==> src/hw/tsc_pkg.sv <==
// constants and state types of the tape/scsi dual channel controller
// assumes a single 40 MHz clock and an asynchronous active high reset
package tsc_pkg;
  // -------------------------------------------------------------------
  // timing and sizes
  // -------------------------------------------------------------------
  localparam int CLK_NS       = 25;
  localparam int INSTR_NS     = 50;
  localparam int INSTR_CYC    = (INSTR_NS + CLK_NS - 1) / CLK_NS;
  localparam int RST_PULSE_NS = 1000;
  localparam int RST_CYC      = (RST_PULSE_NS + CLK_NS - 1) / CLK_NS;
  localparam int FIFO_DEPTH   = 16;
  localparam int FIFO_WIDTH   = 9;
  localparam int SYNC_W       = 26;
  // -------------------------------------------------------------------
  // processor command byte: bit 3 set/clear, bits 2:0 select; tape READ STATUS command byte
  // -------------------------------------------------------------------
  localparam int        CMD_SET_BIT   = 3;
  localparam logic [2:0] CMD_ATN      = 3'h0;
  localparam logic [2:0] CMD_SCSI_RST = 3'h1;
  localparam logic [2:0] CMD_ONLINE   = 3'h2;
  localparam logic [2:0] CMD_TAPE_RST = 3'h3;
  localparam logic [2:0] CMD_XFER_EN  = 3'h4;
  localparam logic [2:0] CMD_RDY_INT  = 3'h5;
  localparam logic [2:0] CMD_CLR_INT  = 3'h6;
  localparam logic [7:0] TAPE_READ_STATUS = 8'hC0;
  // -------------------------------------------------------------------
  // interrupt status bit positions
  // -------------------------------------------------------------------
  localparam int IRQ_SCSI_DONE = 0;
  localparam int IRQ_TAPE_EXC  = 1;
  localparam int IRQ_TAPE_RDY  = 2;
  localparam int IRQ_PAR_ERR   = 3;
  localparam int IRQ_MSG       = 4;
  localparam int IRQ_W         = 5;

  typedef enum logic [2:0] {S_IDLE, S_SEL, S_WAITREQ, S_SETUP, S_ACK} tsc_scsi_e;
  typedef enum logic [2:0] {T_IDLE, T_CMD, T_CMDEND, T_RDACK, T_WRSET, T_WRACK,
                            T_ACKLOW} tsc_tape_e;
endpackage : tsc_pkg

==> src/hw/tsc_fifo_if.sv <==
// valid/ready carrier between the controller and its inbound byte fifo
// assumes producer and consumer on the same clock
`timescale 1ns/1ps
interface tsc_fifo_if #(parameter int WIDTH = 9);
  logic             inValid;
  logic             inReady;
  logic [WIDTH-1:0] inData;
  logic             outValid;
  logic             outReady;
  logic [WIDTH-1:0] outData;
  modport fifo (input inValid, inData, outReady, output inReady, outValid, outData);
  modport user (output inValid, inData, outReady, input inReady, outValid, outData);
endinterface : tsc_fifo_if

==> src/hw/tsc_ctrl.sv <==
// dual channel controller: tape host and scsi initiator behind a processor
// assumes link pins are asynchronous; processor and dma logic share mclk
`timescale 1ns/1ps
module tsc_ctrl (
  // clock and reset
  input  wire logic       mclk,
  input  wire logic       sys_rst,
  // processor commands
  input  wire logic       cmdWr,
  input  wire logic [7:0] cmdByte,
  input  wire logic       selWr,
  input  wire logic [7:0] selId,
  input  wire logic       tapeCmdWr,
  input  wire logic [7:0] tapeCmd,
  // processor feedback
  output logic            asyncReadyWait,
  output logic            irq,
  output logic [7:0]      irqStatus,
  output logic [7:0]      busStatus,
  // dma, channel 0 scsi, channel 1 tape
  output logic [1:0]      dmaReq,
  input  wire logic [1:0] dmaAck,
  input  wire logic [7:0] dmaWrData,
  output logic [7:0]      dmaRdData,
  // scsi bus, data bit 8 is parity
  input  wire logic [8:0] scsiDbIn,
  output logic [8:0]      scsiDbOut,
  output logic            scsiDbOe,
  input  wire logic       scsiBsyIn,
  input  wire logic       scsiReqIn,
  input  wire logic       scsiIoIn,
  input  wire logic       scsiMsgIn,
  input  wire logic       scsiCdIn,
  output logic            scsiSel,
  output logic            scsiAtn,
  output logic            scsiAck,
  output logic            scsiRst,
  // tape bus
  input  wire logic [7:0] tapeDbIn,
  output logic [7:0]      tapeDbOut,
  output logic            tapeDbOe,
  input  wire logic       tapeRdyIn,
  input  wire logic       tapeExcIn,
  input  wire logic       tapeAckIn,
  input  wire logic       tapeDirIn,
  output logic            tapeReq,
  output logic            tapeXfer,
  output logic            tapeOnline,
  output logic            tapeRst
);
  localparam int RstLast = tsc_pkg::RST_CYC - 1;

  function automatic logic oddPar(input logic [7:0] b);
    return ~^b;
  endfunction : oddPar

  // ---------------------------------------------------------------------
  // pin synchronisers
  // ---------------------------------------------------------------------
  logic [tsc_pkg::SYNC_W-1:0] syncA_q, syncB_q;
  logic       bsyS, reqS, ioS, msgS, cdS, rdyS, excS, ackS, dirS;
  logic [8:0] sDbS;
  logic [7:0] tDbS;

  always_ff @(posedge mclk or posedge sys_rst) begin
    if (sys_rst) begin
      syncA_q <= '0;
      syncB_q <= '0;
    end else begin
      syncA_q <= {scsiBsyIn, scsiReqIn, scsiIoIn, scsiMsgIn, scsiCdIn, tapeRdyIn,
                  tapeExcIn, tapeAckIn, tapeDirIn, scsiDbIn, tapeDbIn};
      syncB_q <= syncA_q;
    end
  end
  assign {bsyS, reqS, ioS, msgS, cdS, rdyS, excS, ackS, dirS, sDbS, tDbS} = syncB_q;
  assign busStatus = {bsyS, reqS, ioS, msgS, cdS, rdyS, excS, dirS};

  // ---------------------------------------------------------------------
  // inbound fifo and channel arbitration
  // ---------------------------------------------------------------------
  tsc_fifo_if #(.WIDTH(tsc_pkg::FIFO_WIDTH)) fq ();
  tsc_fifo #(.WIDTH(tsc_pkg::FIFO_WIDTH), .DEPTH(tsc_pkg::FIFO_DEPTH)) uFifo (
    .mclk    (mclk),
    .sys_rst (sys_rst),
    .p       (fq.fifo)
  );

  tsc_pkg::tsc_scsi_e sSt_q, sSt_d;
  tsc_pkg::tsc_tape_e tSt_q, tSt_d;
  logic sPushReq, tPushReq, sGnt, tGnt, favorTape_q, favorTape_d;
  logic inb0, inb1, sOutNeed, tOutNeed;
  logic atn_q, atn_d, online_q, online_d, tapeRst_q, tapeRst_d, xferEn_q, xferEn_d;
  logic rdyIntEn_q, rdyIntEn_d, rdyPrev_q, excPrev_q, excPend_q, excPend_d;

  assign sPushReq = sSt_q == tsc_pkg::S_WAITREQ && bsyS && reqS && ioS;
  assign tPushReq = tSt_q == tsc_pkg::T_RDACK && ackS;
  // alternate when both channels want the fifo in one cycle
  assign sGnt = sPushReq && fq.inReady && (!tPushReq || !favorTape_q);
  assign tGnt = tPushReq && fq.inReady && !sGnt;
  assign fq.inValid = sGnt || tGnt;
  assign fq.inData  = sGnt ? {1'b0, sDbS[7:0]} : {1'b1, tDbS};
  assign inb0 = fq.outValid && !fq.outData[8];
  assign inb1 = fq.outValid && fq.outData[8];
  assign fq.outReady = (inb0 && dmaAck[0]) || (inb1 && dmaAck[1]);
  assign dmaRdData   = fq.outData[7:0];
  assign sOutNeed = sSt_q == tsc_pkg::S_WAITREQ && bsyS && reqS && !ioS && !inb0;
  assign tOutNeed = tSt_q == tsc_pkg::T_IDLE && xferEn_q && rdyS && !dirS && !inb1
                    && !excPend_q && !tapeRst_q;
  assign dmaReq = {inb1 || tOutNeed, inb0 || sOutNeed};

  always_comb begin
    favorTape_d = favorTape_q;
    if (sGnt) begin
      favorTape_d = 1'b1;
    end else if (tGnt) begin
      favorTape_d = 1'b0;
    end
  end

  // ---------------------------------------------------------------------
  // processor command decode and status
  // ---------------------------------------------------------------------
  logic [tsc_pkg::IRQ_W-1:0] irqSt_q, irqSt_d;
  logic [7:0] rstCnt_q, rstCnt_d;
  logic       cmdSet, selTake, tCmdTake, scsiDone, parErr, msgHit;
  logic [2:0] cmdSel;

  assign cmdSel   = cmdByte[2:0];
  assign cmdSet   = cmdByte[tsc_pkg::CMD_SET_BIT];
  assign selTake  = selWr && sSt_q == tsc_pkg::S_IDLE && rstCnt_q == '0;
  assign tCmdTake = tapeCmdWr && tSt_q == tsc_pkg::T_IDLE && !excPend_q && !tapeRst_q;
  // hold the processor in wait states until its write can be taken
  assign asyncReadyWait = (selWr && !selTake) || (tapeCmdWr && !tCmdTake);
  assign irqStatus = {3'h0, irqSt_q};
  assign irq       = |irqSt_q;
  assign scsiAtn   = atn_q;
  assign scsiRst   = rstCnt_q != '0;
  assign tapeOnline = online_q;
  assign tapeRst   = tapeRst_q;

  always_comb begin
    atn_d      = atn_q;
    online_d   = online_q;
    tapeRst_d  = tapeRst_q;
    xferEn_d   = xferEn_q;
    rdyIntEn_d = rdyIntEn_q;
    irqSt_d    = irqSt_q;
    excPend_d  = excPend_q;
    rstCnt_d   = rstCnt_q != '0 ? rstCnt_q - 8'h01 : 8'h00;
    if (cmdWr) begin
      unique case (cmdSel)
        tsc_pkg::CMD_ATN:      atn_d = cmdSet;
        tsc_pkg::CMD_SCSI_RST: if (cmdSet) rstCnt_d = 8'(tsc_pkg::RST_CYC);
        tsc_pkg::CMD_ONLINE:   online_d = cmdSet;
        tsc_pkg::CMD_TAPE_RST: tapeRst_d = cmdSet;
        tsc_pkg::CMD_XFER_EN: begin
          xferEn_d = cmdSet;
          if (cmdSet) online_d = 1'b0;
        end
        tsc_pkg::CMD_RDY_INT:  rdyIntEn_d = cmdSet;
        tsc_pkg::CMD_CLR_INT:  if (cmdSet) irqSt_d = '0;
        default: ;
      endcase
    end
    // events set after the clear so a same-cycle event is kept
    if (excS && !excPrev_q) begin
      excPend_d = 1'b1;
      irqSt_d[tsc_pkg::IRQ_TAPE_EXC] = 1'b1;
    end
    if (tSt_q == tsc_pkg::T_IDLE && excPend_q && !tapeRst_q) excPend_d = 1'b0;
    if (tapeRst_q) excPend_d = 1'b0;
    if (rdyIntEn_q && rdyS && !rdyPrev_q) irqSt_d[tsc_pkg::IRQ_TAPE_RDY] = 1'b1;
    if (scsiDone) irqSt_d[tsc_pkg::IRQ_SCSI_DONE] = 1'b1;
    if (parErr) irqSt_d[tsc_pkg::IRQ_PAR_ERR] = 1'b1;
    if (msgHit) irqSt_d[tsc_pkg::IRQ_MSG] = 1'b1;
  end

  always_ff @(posedge mclk or posedge sys_rst) begin
    if (sys_rst) begin
      atn_q <= 1'b0; online_q <= 1'b0; tapeRst_q <= 1'b0; xferEn_q <= 1'b0;
      rdyIntEn_q <= 1'b0; rdyPrev_q <= 1'b0; excPrev_q <= 1'b0; excPend_q <= 1'b0;
      irqSt_q <= '0; rstCnt_q <= '0; favorTape_q <= 1'b0;
    end else begin
      atn_q <= atn_d; online_q <= online_d; tapeRst_q <= tapeRst_d; xferEn_q <= xferEn_d;
      rdyIntEn_q <= rdyIntEn_d; rdyPrev_q <= rdyS; excPrev_q <= excS;
      excPend_q <= excPend_d; irqSt_q <= irqSt_d; rstCnt_q <= rstCnt_d;
      favorTape_q <= favorTape_d;
    end
  end

  // ---------------------------------------------------------------------
  // scsi initiator, single initiator only, no arbitration phase
  // ---------------------------------------------------------------------
  logic [8:0] sDb_q, sDb_d;
  logic       sOe_q, sOe_d, sSel_q, sSel_d, sAck_q, sAck_d;
  logic [3:0] sCnt_q, sCnt_d;

  assign scsiDbOut = sDb_q;
  assign scsiDbOe  = sOe_q;
  assign scsiSel   = sSel_q;
  assign scsiAck   = sAck_q;
  assign scsiDone  = sSt_q == tsc_pkg::S_WAITREQ && !bsyS;
  assign parErr    = sGnt && sDbS[8] != oddPar(sDbS[7:0]);
  assign msgHit    = sSt_q == tsc_pkg::S_WAITREQ && bsyS && reqS && msgS && sAck_d;

  always_comb begin
    sSt_d = sSt_q; sDb_d = sDb_q; sOe_d = sOe_q;
    sSel_d = sSel_q; sAck_d = sAck_q; sCnt_d = sCnt_q;
    unique case (sSt_q)
      tsc_pkg::S_IDLE: if (selTake) begin
        sDb_d  = {oddPar(selId), selId};
        sOe_d  = 1'b1;
        sSel_d = 1'b1;
        sSt_d  = tsc_pkg::S_SEL;
      end
      tsc_pkg::S_SEL: if (bsyS) begin
        sSel_d = 1'b0;
        sOe_d  = 1'b0;
        sSt_d  = tsc_pkg::S_WAITREQ;
      end
      tsc_pkg::S_WAITREQ: begin
        if (!bsyS) begin
          sSt_d = tsc_pkg::S_IDLE;
        end else if (sGnt) begin
          sAck_d = 1'b1;
          sSt_d  = tsc_pkg::S_ACK;
        end else if (sOutNeed && dmaAck[0]) begin
          sDb_d  = {oddPar(dmaWrData), dmaWrData};
          sOe_d  = 1'b1;
          sCnt_d = 4'(tsc_pkg::INSTR_CYC);
          sSt_d  = tsc_pkg::S_SETUP;
        end
      end
      tsc_pkg::S_SETUP: begin
        sCnt_d = sCnt_q - 4'h1;
        if (sCnt_q == 4'h1) begin
          sAck_d = 1'b1;
          sSt_d  = tsc_pkg::S_ACK;
        end
      end
      tsc_pkg::S_ACK: if (!reqS) begin
        sAck_d = 1'b0;
        sOe_d  = 1'b0;
        sSt_d  = tsc_pkg::S_WAITREQ;
      end
    endcase
    if (rstCnt_q != '0) begin
      sSt_d = tsc_pkg::S_IDLE; sOe_d = 1'b0; sSel_d = 1'b0; sAck_d = 1'b0;
    end
  end

  always_ff @(posedge mclk or posedge sys_rst) begin
    if (sys_rst) begin
      sSt_q <= tsc_pkg::S_IDLE; sDb_q <= '0; sOe_q <= 1'b0;
      sSel_q <= 1'b0; sAck_q <= 1'b0; sCnt_q <= '0;
    end else begin
      sSt_q <= sSt_d; sDb_q <= sDb_d; sOe_q <= sOe_d;
      sSel_q <= sSel_d; sAck_q <= sAck_d; sCnt_q <= sCnt_d;
    end
  end

  // ---------------------------------------------------------------------
  // tape host
  // ---------------------------------------------------------------------
  logic [7:0] tDb_q, tDb_d;
  logic       tOe_q, tOe_d, tReq_q, tReq_d, tXfer_q, tXfer_d;
  logic [3:0] tCnt_q, tCnt_d;

  assign tapeDbOut = tDb_q;
  assign tapeDbOe  = tOe_q && !dirS;
  assign tapeReq   = tReq_q;
  assign tapeXfer  = tXfer_q;

  always_comb begin
    tSt_d = tSt_q; tDb_d = tDb_q; tOe_d = tOe_q;
    tReq_d = tReq_q; tXfer_d = tXfer_q; tCnt_d = tCnt_q;
    unique case (tSt_q)
      tsc_pkg::T_IDLE: begin
        if (excPend_q && !tapeRst_q) begin
          tDb_d = tsc_pkg::TAPE_READ_STATUS;
          tOe_d = 1'b1;
          tSt_d = tsc_pkg::T_CMD;
        end else if (tCmdTake) begin
          tDb_d = tapeCmd;
          tOe_d = 1'b1;
          tSt_d = tsc_pkg::T_CMD;
        end else if (xferEn_q && rdyS && dirS && !tapeRst_q) begin
          tXfer_d = 1'b1;
          tSt_d   = tsc_pkg::T_RDACK;
        end else if (tOutNeed && dmaAck[1]) begin
          tDb_d  = dmaWrData;
          tOe_d  = 1'b1;
          tCnt_d = 4'(tsc_pkg::INSTR_CYC);
          tSt_d  = tsc_pkg::T_WRSET;
        end
      end
      tsc_pkg::T_CMD: if (rdyS) begin
        tReq_d = 1'b1;
        tSt_d  = tsc_pkg::T_CMDEND;
      end
      tsc_pkg::T_CMDEND: if (!rdyS) begin
        tReq_d = 1'b0;
        tOe_d  = 1'b0;
        tSt_d  = tsc_pkg::T_IDLE;
      end
      tsc_pkg::T_RDACK: if (tGnt) begin
        tXfer_d = 1'b0;
        tSt_d   = tsc_pkg::T_ACKLOW;
      end
      tsc_pkg::T_WRSET: begin
        tCnt_d = tCnt_q - 4'h1;
        if (tCnt_q == 4'h1) begin
          tXfer_d = 1'b1;
          tSt_d   = tsc_pkg::T_WRACK;
        end
      end
      tsc_pkg::T_WRACK: if (ackS) begin
        tXfer_d = 1'b0;
        tSt_d   = tsc_pkg::T_ACKLOW;
      end
      tsc_pkg::T_ACKLOW: if (!ackS) begin
        tOe_d = 1'b0;
        tSt_d = tsc_pkg::T_IDLE;
      end
      default: tSt_d = tsc_pkg::T_IDLE;
    endcase
    if (tapeRst_q) begin
      tSt_d = tsc_pkg::T_IDLE; tOe_d = 1'b0; tReq_d = 1'b0; tXfer_d = 1'b0;
    end
  end

  always_ff @(posedge mclk or posedge sys_rst) begin
    if (sys_rst) begin
      tSt_q <= tsc_pkg::T_IDLE; tDb_q <= '0; tOe_q <= 1'b0;
      tReq_q <= 1'b0; tXfer_q <= 1'b0; tCnt_q <= '0;
    end else begin
      tSt_q <= tSt_d; tDb_q <= tDb_d; tOe_q <= tOe_d;
      tReq_q <= tReq_d; tXfer_q <= tXfer_d; tCnt_q <= tCnt_d;
    end
  end

  // ---------------------------------------------------------------------
  // checks
  // ---------------------------------------------------------------------
  a_sel_until_bsy: assert property (@(posedge mclk) disable iff (sys_rst)
    scsiSel && !bsyS && rstCnt_q == '0 |=> scsiSel) else $error("SEL dropped early");
  a_ack_after_req: assert property (@(posedge mclk) disable iff (sys_rst)
    $rose(scsiAck) |-> $past(reqS)) else $error("ACK without REQ");
  a_rst_pulse_len: assert property (@(posedge mclk) disable iff (sys_rst)
    $rose(scsiRst) |-> ##RstLast scsiRst ##1 !scsiRst) else $error("RST pulse length");
  a_tape_req_rdy: assert property (@(posedge mclk) disable iff (sys_rst)
    $rose(tapeReq) |-> $past(rdyS) && tapeDbOut == $past(tapeDbOut))
    else $error("REQUEST without READY");
  a_exc_status: assert property (@(posedge mclk) disable iff (sys_rst)
    tSt_q == tsc_pkg::T_IDLE && excPend_q && !tapeRst_q
    |=> tSt_q == tsc_pkg::T_CMD && tapeDbOut == tsc_pkg::TAPE_READ_STATUS)
    else $error("no READ STATUS after exception");
  a_dir_oe_off: assert property (@(posedge mclk) disable iff (sys_rst)
    dirS |-> !tapeDbOe) else $error("tape bus driven against direction");
  a_online_drop: assert property (@(posedge mclk) disable iff (sys_rst)
    cmdWr && cmdSel == tsc_pkg::CMD_XFER_EN && cmdSet |=> !tapeOnline)
    else $error("ON-LINE kept at transfer start");
  a_tape_rst_out: assert property (@(posedge mclk) disable iff (sys_rst)
    cmdWr && cmdSel == tsc_pkg::CMD_TAPE_RST |=> tapeRst == $past(cmdSet))
    else $error("tape RESET not following command");
  a_xfer_ack_pair: assert property (@(posedge mclk) disable iff (sys_rst)
    $fell(tapeXfer) && !$past(tapeRst_q) |-> $past(ackS)) else $error("TRANSFER without ACK");
  a_arb_alt: assert property (@(posedge mclk) disable iff (sys_rst)
    sPushReq && tPushReq && fq.inReady |-> (favorTape_q ? tGnt : sGnt) ##1 favorTape_q == $past(sGnt))
    else $error("channels not alternated");
  a_wait_busy: assert property (@(posedge mclk) disable iff (sys_rst)
    selWr && sSt_q != tsc_pkg::S_IDLE |-> asyncReadyWait) else $error("no wait while busy");
endmodule : tsc_ctrl

==> src/hw/tsc_fifo.sv <==
// synchronous fifo with registered read data
// assumes depth is a power of two
`timescale 1ns/1ps
module tsc_fifo #(
  parameter int WIDTH = 9,
  parameter int DEPTH = 16
) (
  // clock and reset
  input wire logic mclk,
  input wire logic sys_rst,
  // both sides
  tsc_fifo_if.fifo p
);
  localparam int AW = $clog2(DEPTH);

  logic [WIDTH-1:0] mem [DEPTH];
  logic [AW-1:0]    wp_q, wp_d, rp_q, rp_d;
  logic [AW:0]      cnt_q, cnt_d;
  logic [WIDTH-1:0] rd_q, rd_d;
  logic             push, pop;

  assign p.inReady  = cnt_q != (AW+1)'(DEPTH);
  assign p.outValid = cnt_q != '0;
  assign p.outData  = rd_q;
  assign push       = p.inValid && p.inReady;
  assign pop        = p.outValid && p.outReady;

  always_comb begin
    wp_d  = push ? wp_q + AW'(1) : wp_q;
    rp_d  = pop ? rp_q + AW'(1) : rp_q;
    cnt_d = cnt_q + (AW+1)'(push) - (AW+1)'(pop);
    // bypass when the head entry is the one being written
    rd_d  = (push && wp_q == rp_d) ? p.inData : mem[rp_d];
  end

  always_ff @(posedge mclk) begin
    if (push) begin
      mem[wp_q] <= p.inData;
    end
  end

  always_ff @(posedge mclk or posedge sys_rst) begin
    if (sys_rst) begin
      wp_q  <= '0;
      rp_q  <= '0;
      cnt_q <= '0;
      rd_q  <= '0;
    end else begin
      wp_q  <= wp_d;
      rp_q  <= rp_d;
      cnt_q <= cnt_d;
      rd_q  <= rd_d;
    end
  end
endmodule : tsc_fifo

==> config.mk <==
export PLATFORM = sky130hd
export DESIGN_NAME = tsc_ctrl
export DESIGN_NICKNAME = d
export VERILOG_FILES = /design/src/hw/tsc_pkg.sv /design/src/hw/tsc_fifo_if.sv /design/src/hw/tsc_ctrl.sv /design/src/hw/tsc_fifo.sv
export SDC_FILE = /design/constraint.sdc
export NUM_CORES = 1
export LEC_CHECK = 0
export ABC_AREA = 1
export BUFFER_PORTS_ARGS = -buffer_cell sky130_fd_sc_hd__buf_2
export CORE_MARGIN = 4
export CORE_UTILIZATION = 34
export CTS_BUF_LIST = sky130_fd_sc_hd__clkbuf_2
export CTS_CLUSTER_DIAMETER = 40
export DETAILED_ROUTE_END_ITERATION = 10
export PLACE_DENSITY = 0.59
export SLEW_MARGIN = 20
export SYNTH_ARGS = -nofsm -noshare
export SYNTH_HDL_FRONTEND = slang
export SYNTH_SLANG_ARGS = --single-unit
==> constraint.sdc <==
create_clock -name mclk -period 7.18 [get_ports mclk]
set_input_delay 0.359 -clock mclk [delete_from_list [all_inputs] [get_ports mclk]]
set_output_delay 0.359 -clock mclk [all_outputs]
set_load 0.05 [all_outputs]
==> results of run 1 <==
-- critical path, cell delays in order (launching register included) --
cell     delay, ns
dfrtp_1       0.40
inv_1         0.09
ha_1          0.22
nand3_4       0.13
nand3_4       0.10
nand2_4       0.09
nand2_4       0.59
nand2_2       0.71
buf_4         0.50
xor2_1        0.22
a21oi_4       0.34
nand3_4       0.19
nand2_1       0.11
nand2_1       0.08
-- worst max path at each step --
stage	slack (ns)	start	endpoint	cells after the start
2_1_floorplan	3.27	sys_rst	excPend_q	1
3_3_place_gp	3.22	uFifo.cnt_q[3]	uFifo.p.outData[6]	13
3_5_place_dp	3.18	uFifo.cnt_q[3]	uFifo.p.outData[6]	13
4_1_cts	3.16	uFifo.cnt_q[3]	uFifo.p.outData[3]	13
5_1_grt	2.83	uFifo.cnt_q[2]	uFifo.p.outData[3]	13
6_report	3.17	uFifo.cnt_q[2]	uFifo.p.outData[3]	13
-- cells in the final DEF, fill, tap and decap left out, drive strengths merged, types with 6 or more instances in the layout --
master | Yosys | routed
a21oi | 13 | 13
a22oi | 8 | 8
a31oi | 12 | 12
buf | 45 | 117
clkbuf | 16 | 112
clkinv | 1 | 17
dfrtp | 133 | 133
dlygate4sd3 | 0 | 69
edfxtp | 144 | 144
ha | 16 | 16
inv | 169 | 170
nand2 | 222 | 222
nand3 | 179 | 179
nand3b | 56 | 56
nand4 | 17 | 17
nor2 | 66 | 66
nor3 | 9 | 9
o21ai | 41 | 41
o22ai | 6 | 6
xnor2 | 18 | 18
xor2 | 22 | 22
-- cell usage after synthesis, types with 2 or more instances --
cell,count
a211oi_1,2
a21oi_1,12
a22oi_1,8
a31o_2,2
a31oi_1,12
buf_2,14
buf_4,30
clkbuf_1,16
dfrtp_1,133
edfxtp_1,144
ha_1,16
inv_1,165
inv_2,4
nand2_1,216
nand2_2,4
nand2_4,2
nand3_1,174
nand3_4,4
nand3b_1,56
nand4_1,16
nor2_1,60
nor2_2,3
nor2_4,2
nor3_1,8
nor4_1,2
o21ai_0,40
o22ai_1,6
o31ai_1,2
or2_1,2
xnor2_1,18
xor2_1,20
-- report_power, final --
group / internal (uW) / switching, uW
combinational: 744 / 1770
sequential: 1870 / 134
clock: 560 / 646
-- kinds of logic after synthesis --
logic type | share of synthesized area (%)
buffers and inverters | 8.03
and+or+nand+nor | 21.7
other | 0.0300
adders and majority gates | 1.76
xor gates and xnor gates | 3.01
AOI/OAI and AO/OA | 4.33
DFF | 61.2
-- registers in the layout (all words and copies together) (netlist names), 8 cells and up --
| signal | count |
|---|---|
| syncB_q | 26 |
| uFifo.mem | 144 |
| scsiDbOut | 9 |
| syncA_q | 26 |
| uFifo.p.outData | 9 |
| tapeDbOut | 8 |
| rstCnt_q | 8 |
-- per-stage QoR --
stage / setup WS (ns) / instance area, um^2 / cells
after floorplan: 3.27 / 12500 / 1213
after CTS: 3.16 / 14800 / 1933
after global routing: 2.83 / 14800 / 1934
final: 3.17 / 14800 / 1934
after global placement: 3.22 / 13300 / 1730
after detailed placement: 3.18 / 13300 / 1730
-- cell type report --
type                            count  area (um^2)
Tap cell                          461          577
Antenna cell                        1         2.50
Multi-Input combinational cell    705         3860
Clock inverter                     22          196
Sequential cell                   277         7650
Clock buffer                      112          561
Inverter                          170          643
Fill cell                        3522        21100
Timing Repair Buffer              186         1290
-- layer usage --
metal | share of wire (%) | vias to the layer above | global-route usage (%) | wire [um]
li1 | - | 4476 | - | -
met1 | 42 | 4402 | 20.0 | 13000
met2 | 49 | 307 | 25.7 | 15200
met3 | 6.9 | 50 | 3.78 | 2150
met4 | 2.2 | 2 | 5.18 | 670
met5 | 0.023 | - | 0 | 7
==> results.sh, run 1 <==
export IMPL_status="finished, final reports clean"
export IMPL_vias_per_cell=4.78
export IMPL_cts_resized=0
export IMPL_grt_use_total_pct=15.5
export IMPL_r2r_start="uFifo.cnt_q[2]"
export IMPL_nNetsFinal=1496
export IMPL_fp_dieW_um=200
export IMPL_ios=120
export IMPL_insertion_delay_ns=0.82
export IMPL_cap_violations=0
export IMPL_die_area_um2=39900
export IMPL_place_detailed_hpwl_um=19100
export IMPL_r2r_setup_slack_ns=3.17
export IMPL_row_count=69
export IMPL_worstSetupEndpointType="flip-flop"
export IMPL_grt_pass1_wl_um=49200
export IMPL_cts_buffer_depth=3
export IMPL_fin_worst_skew_ns=0.0807
export IMPL_core_um2=35900
export IMPL_ff2ff_path_depth=13
export IMPL_path_clk_slew_ns=0.09
export IMPL_post_route_util_pct=41.2
export IMPL_path_max_fanout=73
export IMPL_worst_ep_arrival_time_ns=4.64
export IMPL_synth_top_area_share_pct=34.6
export IMPL_grt_max_degree=74
export IMPL_initial_core_util_pct=34.8
export IMPL_crit_path_start_kind="flip-flop"
export IMPL_synth_top_cells_by_area="edfxtp_1 (35%), dfrtp_1 (27%), nand3_1 (7.0%), nand2_1 (6.5%), inv_1 (5.0%)"
export IMPL_first_global_vias=9483
export IMPL_finalSetupViolations=0
export IMPL_wl_per_cell_um=16.0
export IMPL_ir_drop_mv=0.390
export IMPL_drive_gt1_share_pct=18.3
export IMPL_rsz0062_at_grt="no"
export IMPL_postSynthAreaPerCell_um2=10.3
export IMPL_wl_um=31000
export IMPL_worstPathRequired_ns=7.81
export IMPL_hold_depth=5
export IMPL_h_tree_depth=3
export IMPL_cts_num_sinks=277
export IMPL_worst_pin_slew_ns=1.01
export IMPL_min_to="scsiSel"
export IMPL_slew_viol_final=0
export IMPL_root_buffer="clkbuf_2"
export IMPL_first_iter_violations=641
export IMPL_finalPower_uw=5720
export IMPL_ant_nets=0
export IMPL_yosysSeqAreaShare_pct=61.2
export IMPL_antenna_found_initial=2
export IMPL_yosys_most_used_dff="edfxtp_1"
export IMPL_power_density_nw_per_um2=387
export IMPL_layout_min_cycle_time_ns=4.01
export IMPL_min_period_over_period_pct=55.8
export IMPL_cts_setup_buffers=0
export IMPL_synth_edff_count=144
export IMPL_chipHeight_um=200
export IMPL_postSynth_asyncResetShare_pct=48.0
export IMPL_r2r_end="uFifo.p.outData[3]"
export IMPL_synth_area_um2=12500
export IMPL_drc=0
export IMPL_yosysUniqueCellTypes=49
export IMPL_yosys_area_top_type="edfxtp_1"
export IMPL_critPathKind="flip-flop to flip-flop"
export IMPL_ys_ff_latch=277
export IMPL_area_growth_pct=18.2
export IMPL_place_congestion=0.861
export IMPL_syn_inst=1211
export IMPL_dr_pass1_iters=5
export IMPL_final_setup_tns_ns=0
export IMPL_max_freq_mhz=250
export IMPL_whs_ns=0.0906
export IMPL_postCtsHoldBufs=69
export IMPL_io_buffer_count=112
export IMPL_cts_tree="built"
export IMPL_yosys_warnings=0
export IMPL_p_leak_uw=0.00670
export IMPL_numCtsBuffers=74
export IMPL_hold_start="selWr"
export IMPL_gr_total_overflow=0
export IMPL_num_vias=9237
export IMPL_finalHoldViolations=0
export IMPL_relSlewSlack_pct=32.1
export IMPL_hp_class="primary input to flip-flop"
(Power assumes the default switching activity.)
==> inputs of run 2 (changes only) <==
ABC_AREA = 0   (was 1)
PLACE_DENSITY = 0.6   (was 0.59)
clock period = 3.45 ns   (was 7.18 ns; I/O delays follow)
==> run 2 against run 1 <==
Sequential share of layout area fell by 3.1 points. Synthesized cell count decreased by 18%. Worst setup slack got worse by 2.8 ns. Final area grew 6.5%. Core utilization rose by 1.5 points. Flip-flop and latch count stayed put. Via count up 2.4%. Clock-buffer cell count down 1. Combinational power rose by 110%. Critical path depth is 3 lower. Cell count is 6.5% lower. Global-route usage up 0.31 points. Largest power group unchanged.
==> results.sh, run 2 <==
export IMPL_status="finished, final reports clean"
export IMPL_r2r_start="uFifo.cnt_q[3]"
export IMPL_area_growth_pct=22.9
export IMPL_layout_min_cycle_time_ns=3.12
export IMPL_max_freq_mhz=321
export IMPL_fin_cells=1809
export IMPL_cap_violations=0
export IMPL_nFillCells=3418
export IMPL_cp_top_family="simple AND/OR/NAND/NOR gates"
export IMPL_synth_area_um2=12800
export IMPL_fp_dieW_um=202
export IMPL_min_period_over_period_pct=90.3
export IMPL_worstSetupEndpointType="flip-flop"
export IMPL_critPathKind="flip-flop to flip-flop"
export IMPL_worst_ep_arrival_time_ns=3.82
export IMPL_r2r_end="tapeDbOut[6]"
export IMPL_hold_depth=3
export IMPL_grt_max_degree=134
export IMPL_die_area_um2=40900
export IMPL_first_global_vias=9907
export IMPL_drc=0
export IMPL_synth_top_cells_by_area="edfxtp_1 (34%), dfrtp_1 (26%), mux2_2 (8.0%), a221o_1 (4.2%), xnor2_1 (2.3%)"
export IMPL_place_congestion=0.788
export IMPL_worst_path_max_delay_cell="dlygate4sd3_1"
export IMPL_synth_edff_count=144
export IMPL_finalHoldViolations=0
export IMPL_grt_use_total_pct=15.8
export IMPL_insertion_delay_ns=0.87
export IMPL_final_setup_tns_ns=0
export IMPL_place_detailed_hpwl_um=20300
export IMPL_hp_class="primary input to flip-flop"
export IMPL_cts_buffer_depth=3
export IMPL_gr_total_overflow=0
export IMPL_path_cells="inv_1 > ha_1 > or4b_1 > buf_4 > nand2_1 > and3_1 > o21a_2 > o221ai_1 > dlygate4sd3_1 > o21ai_0"
export IMPL_synth_top_area_share_pct=33.8
export IMPL_yosys_most_used_dff="edfxtp_1"
export IMPL_slew_viol_final=0
export IMPL_slowest_delay_ns=0.58
export IMPL_finalSetupViolations=0
export IMPL_relSlewSlack_pct=50.3
export IMPL_yosysUniqueCellTypes=76
export IMPL_worst_pin_slew_ns=0.745
export IMPL_core_um2=36900
export IMPL_synth_most_common_cell="edfxtp_1"
export IMPL_postSynth_asyncResetShare_pct=48.0
export IMPL_ys_ff_latch=277
export IMPL_min_to="scsiAtn"
export IMPL_post_route_util_pct=42.7
export IMPL_nNetsFinal=1334
export IMPL_largest_reg_flops=144
export IMPL_yosys_area_top_type="edfxtp_1"
export IMPL_synth_cells_most_frequent="edfxtp_1 (144), dfrtp_1 (133), mux2_2 (91)"
export IMPL_num_vias=9460
export IMPL_n_antenna_cell=0
export IMPL_cts_tree="built"
export IMPL_vias_per_cell=5.23
export IMPL_pre_cts_ws_ns=0.427
export IMPL_path_max_fanout=16
export IMPL_first_iter_violations=640
export IMPL_largest_register="uFifo.mem"
export IMPL_path_buf_inv=3
export IMPL_dp_cells=1573
export IMPL_antenna_found_initial=0
export IMPL_cts_num_sinks=277
export IMPL_io_buffer_count=112
export IMPL_p_leak_uw=0.00632
export IMPL_fin_worst_skew_ns=0.0946
export IMPL_layout_commonest_cell="edfxtp_1"
export IMPL_setup_ws_ns=0.334
export IMPL_crit_path_start_kind="flip-flop"
export IMPL_chipHeight_um=202
export IMPL_postSynthAreaPerCell_um2=13.0
export IMPL_top_regs="uFifo.mem x144, syncA_q x26, syncB_q x26"
export IMPL_path_clk_slew_ns=0.10
export IMPL_hold_start="cmdByte[3]"
export IMPL_root_buffer="clkbuf_2"
export IMPL_initial_core_util_pct=34.7
export IMPL_ant_nets=0
export IMPL_yosys_warnings=0
export IMPL_drive_gt1_share_pct=29.7
export IMPL_dr_pass1_iters=6
export IMPL_syn_inst=988
export IMPL_row_count=70
export IMPL_yosysSeqAreaShare_pct=59.7
export IMPL_ir_drop_mv=0.574
export IMPL_h_tree_depth=3
export IMPL_r2r_setup_slack_ns=0.33
export IMPL_rsz0062_at_grt="no"
export IMPL_power_density_nw_per_um2=742
export IMPL_numCtsBuffers=76
export IMPL_wl_per_cell_um=18.2
export IMPL_wl_um=33000
export IMPL_ios=120
export IMPL_layout_common_cells="edfxtp_1 (144), dfrtp_1 (132), buf_2 (112)"
export IMPL_ff2ff_path_depth=10
export IMPL_grt_pass1_wl_um=52400
export IMPL_worstPathRequired_ns=4.16
## run 2: changes by cell type after synthesis, sizes merged, moves of 16 or more
cell,before,now
nand2,222,49
nand3,179,11
inv,169,32
mux2,0,91
a221o,0,54
nand3b,56,3
a221oi,0,27
clkbuf,16,41
a21oi,13,32
xnor2,18,34
## run 2: layout make-up
type	count	area [um^2]	share of cell area, %
flip-flops and latches	277	7660	48.6
inverters	33	128	0.811
clock buffers	111	556	3.53
well taps	504	631	4.01
clock inverters	20	108	0.684
multi-input cells	600	4660	29.6
repair buffers	264	2000	12.7
## run 2: per-stage QoR
stage / hold slack [ns] / total power (uW) / area [um^2]
4_1_cts: 0.00526 / 11700 / 15700
6_report: 0.158 / 11700 / 15700
3_5_place_dp: 0.282 / 9300 / 14000
5_1_grt: 0.0747 / 12400 / 15700
3_3_place_gp: 0.281 / 9230 / 14000
2_1_floorplan: 0.204 / 8020 / 12800
## run 2: how the worst max path moves through the flow
stage	start	endpoint	slack, ns	cells after the start
2_1_floorplan	uFifo.cnt_q[3]	uFifo.cnt_q[4]	0.28	19
3_3_place_gp	uFifo.cnt_q[2]	uFifo.p.outData[0]	0.45	9
3_5_place_dp	uFifo.cnt_q[3]	uFifo.p.outData[0]	0.43	9
4_1_cts	rstCnt_q[3]	asyncReadyWait	0.03	8
5_1_grt	rstCnt_q[3]	asyncReadyWait	0.06	8
6_report	uFifo.cnt_q[3]	tapeDbOut[6]	0.33	10
## run 2: what timing repair did
action                                  4_1_cts  5_1_grt
setup buffers                                 0        0
endpoints found under the setup margin        0        3
gates resized for setup                       0        2
hold buffers                                105        0
endpoints found under the hold margin       205        0
## run 2: kinds of logic after synthesis
kind of cell               after synthesis  share of synthesized area, %
DFF                                    277                          59.7
AOI/OAI and AO/OA                      230                          14.3
and+or+nand+nor                        198                          7.94
buffers and inverters                  113                          4.04
muxes                                  102                          8.86
xor gates and xnor gates                50                          3.42
adders and majority gates               17                          1.72
other                                    1                        0.0293
## run 2: report_power, final
group / internal [uW] / total (uW) / leakage, uW / switching (uW)
Clock: 929 / 2240 / 0.000514 / 1310
Sequential: 3880 / 4240 / 0.00293 / 364
Combinational: 2020 / 5190 / 0.00288 / 3180
## run 2: per-layer routing
layer	vias to the layer above	global-route usage, %	wire [um]
li1	4350	-	-
met1	4672	20.6	14300
met5	-	0	0
met4	0	5.82	691
met3	64	4.24	2480
met2	374	25.4	15500
## run 2: worst min-delay path, cell delays in order
cell           delay, ns
dlygate4sd3_1       0.53
buf_2               0.14
mux2_2              0.15
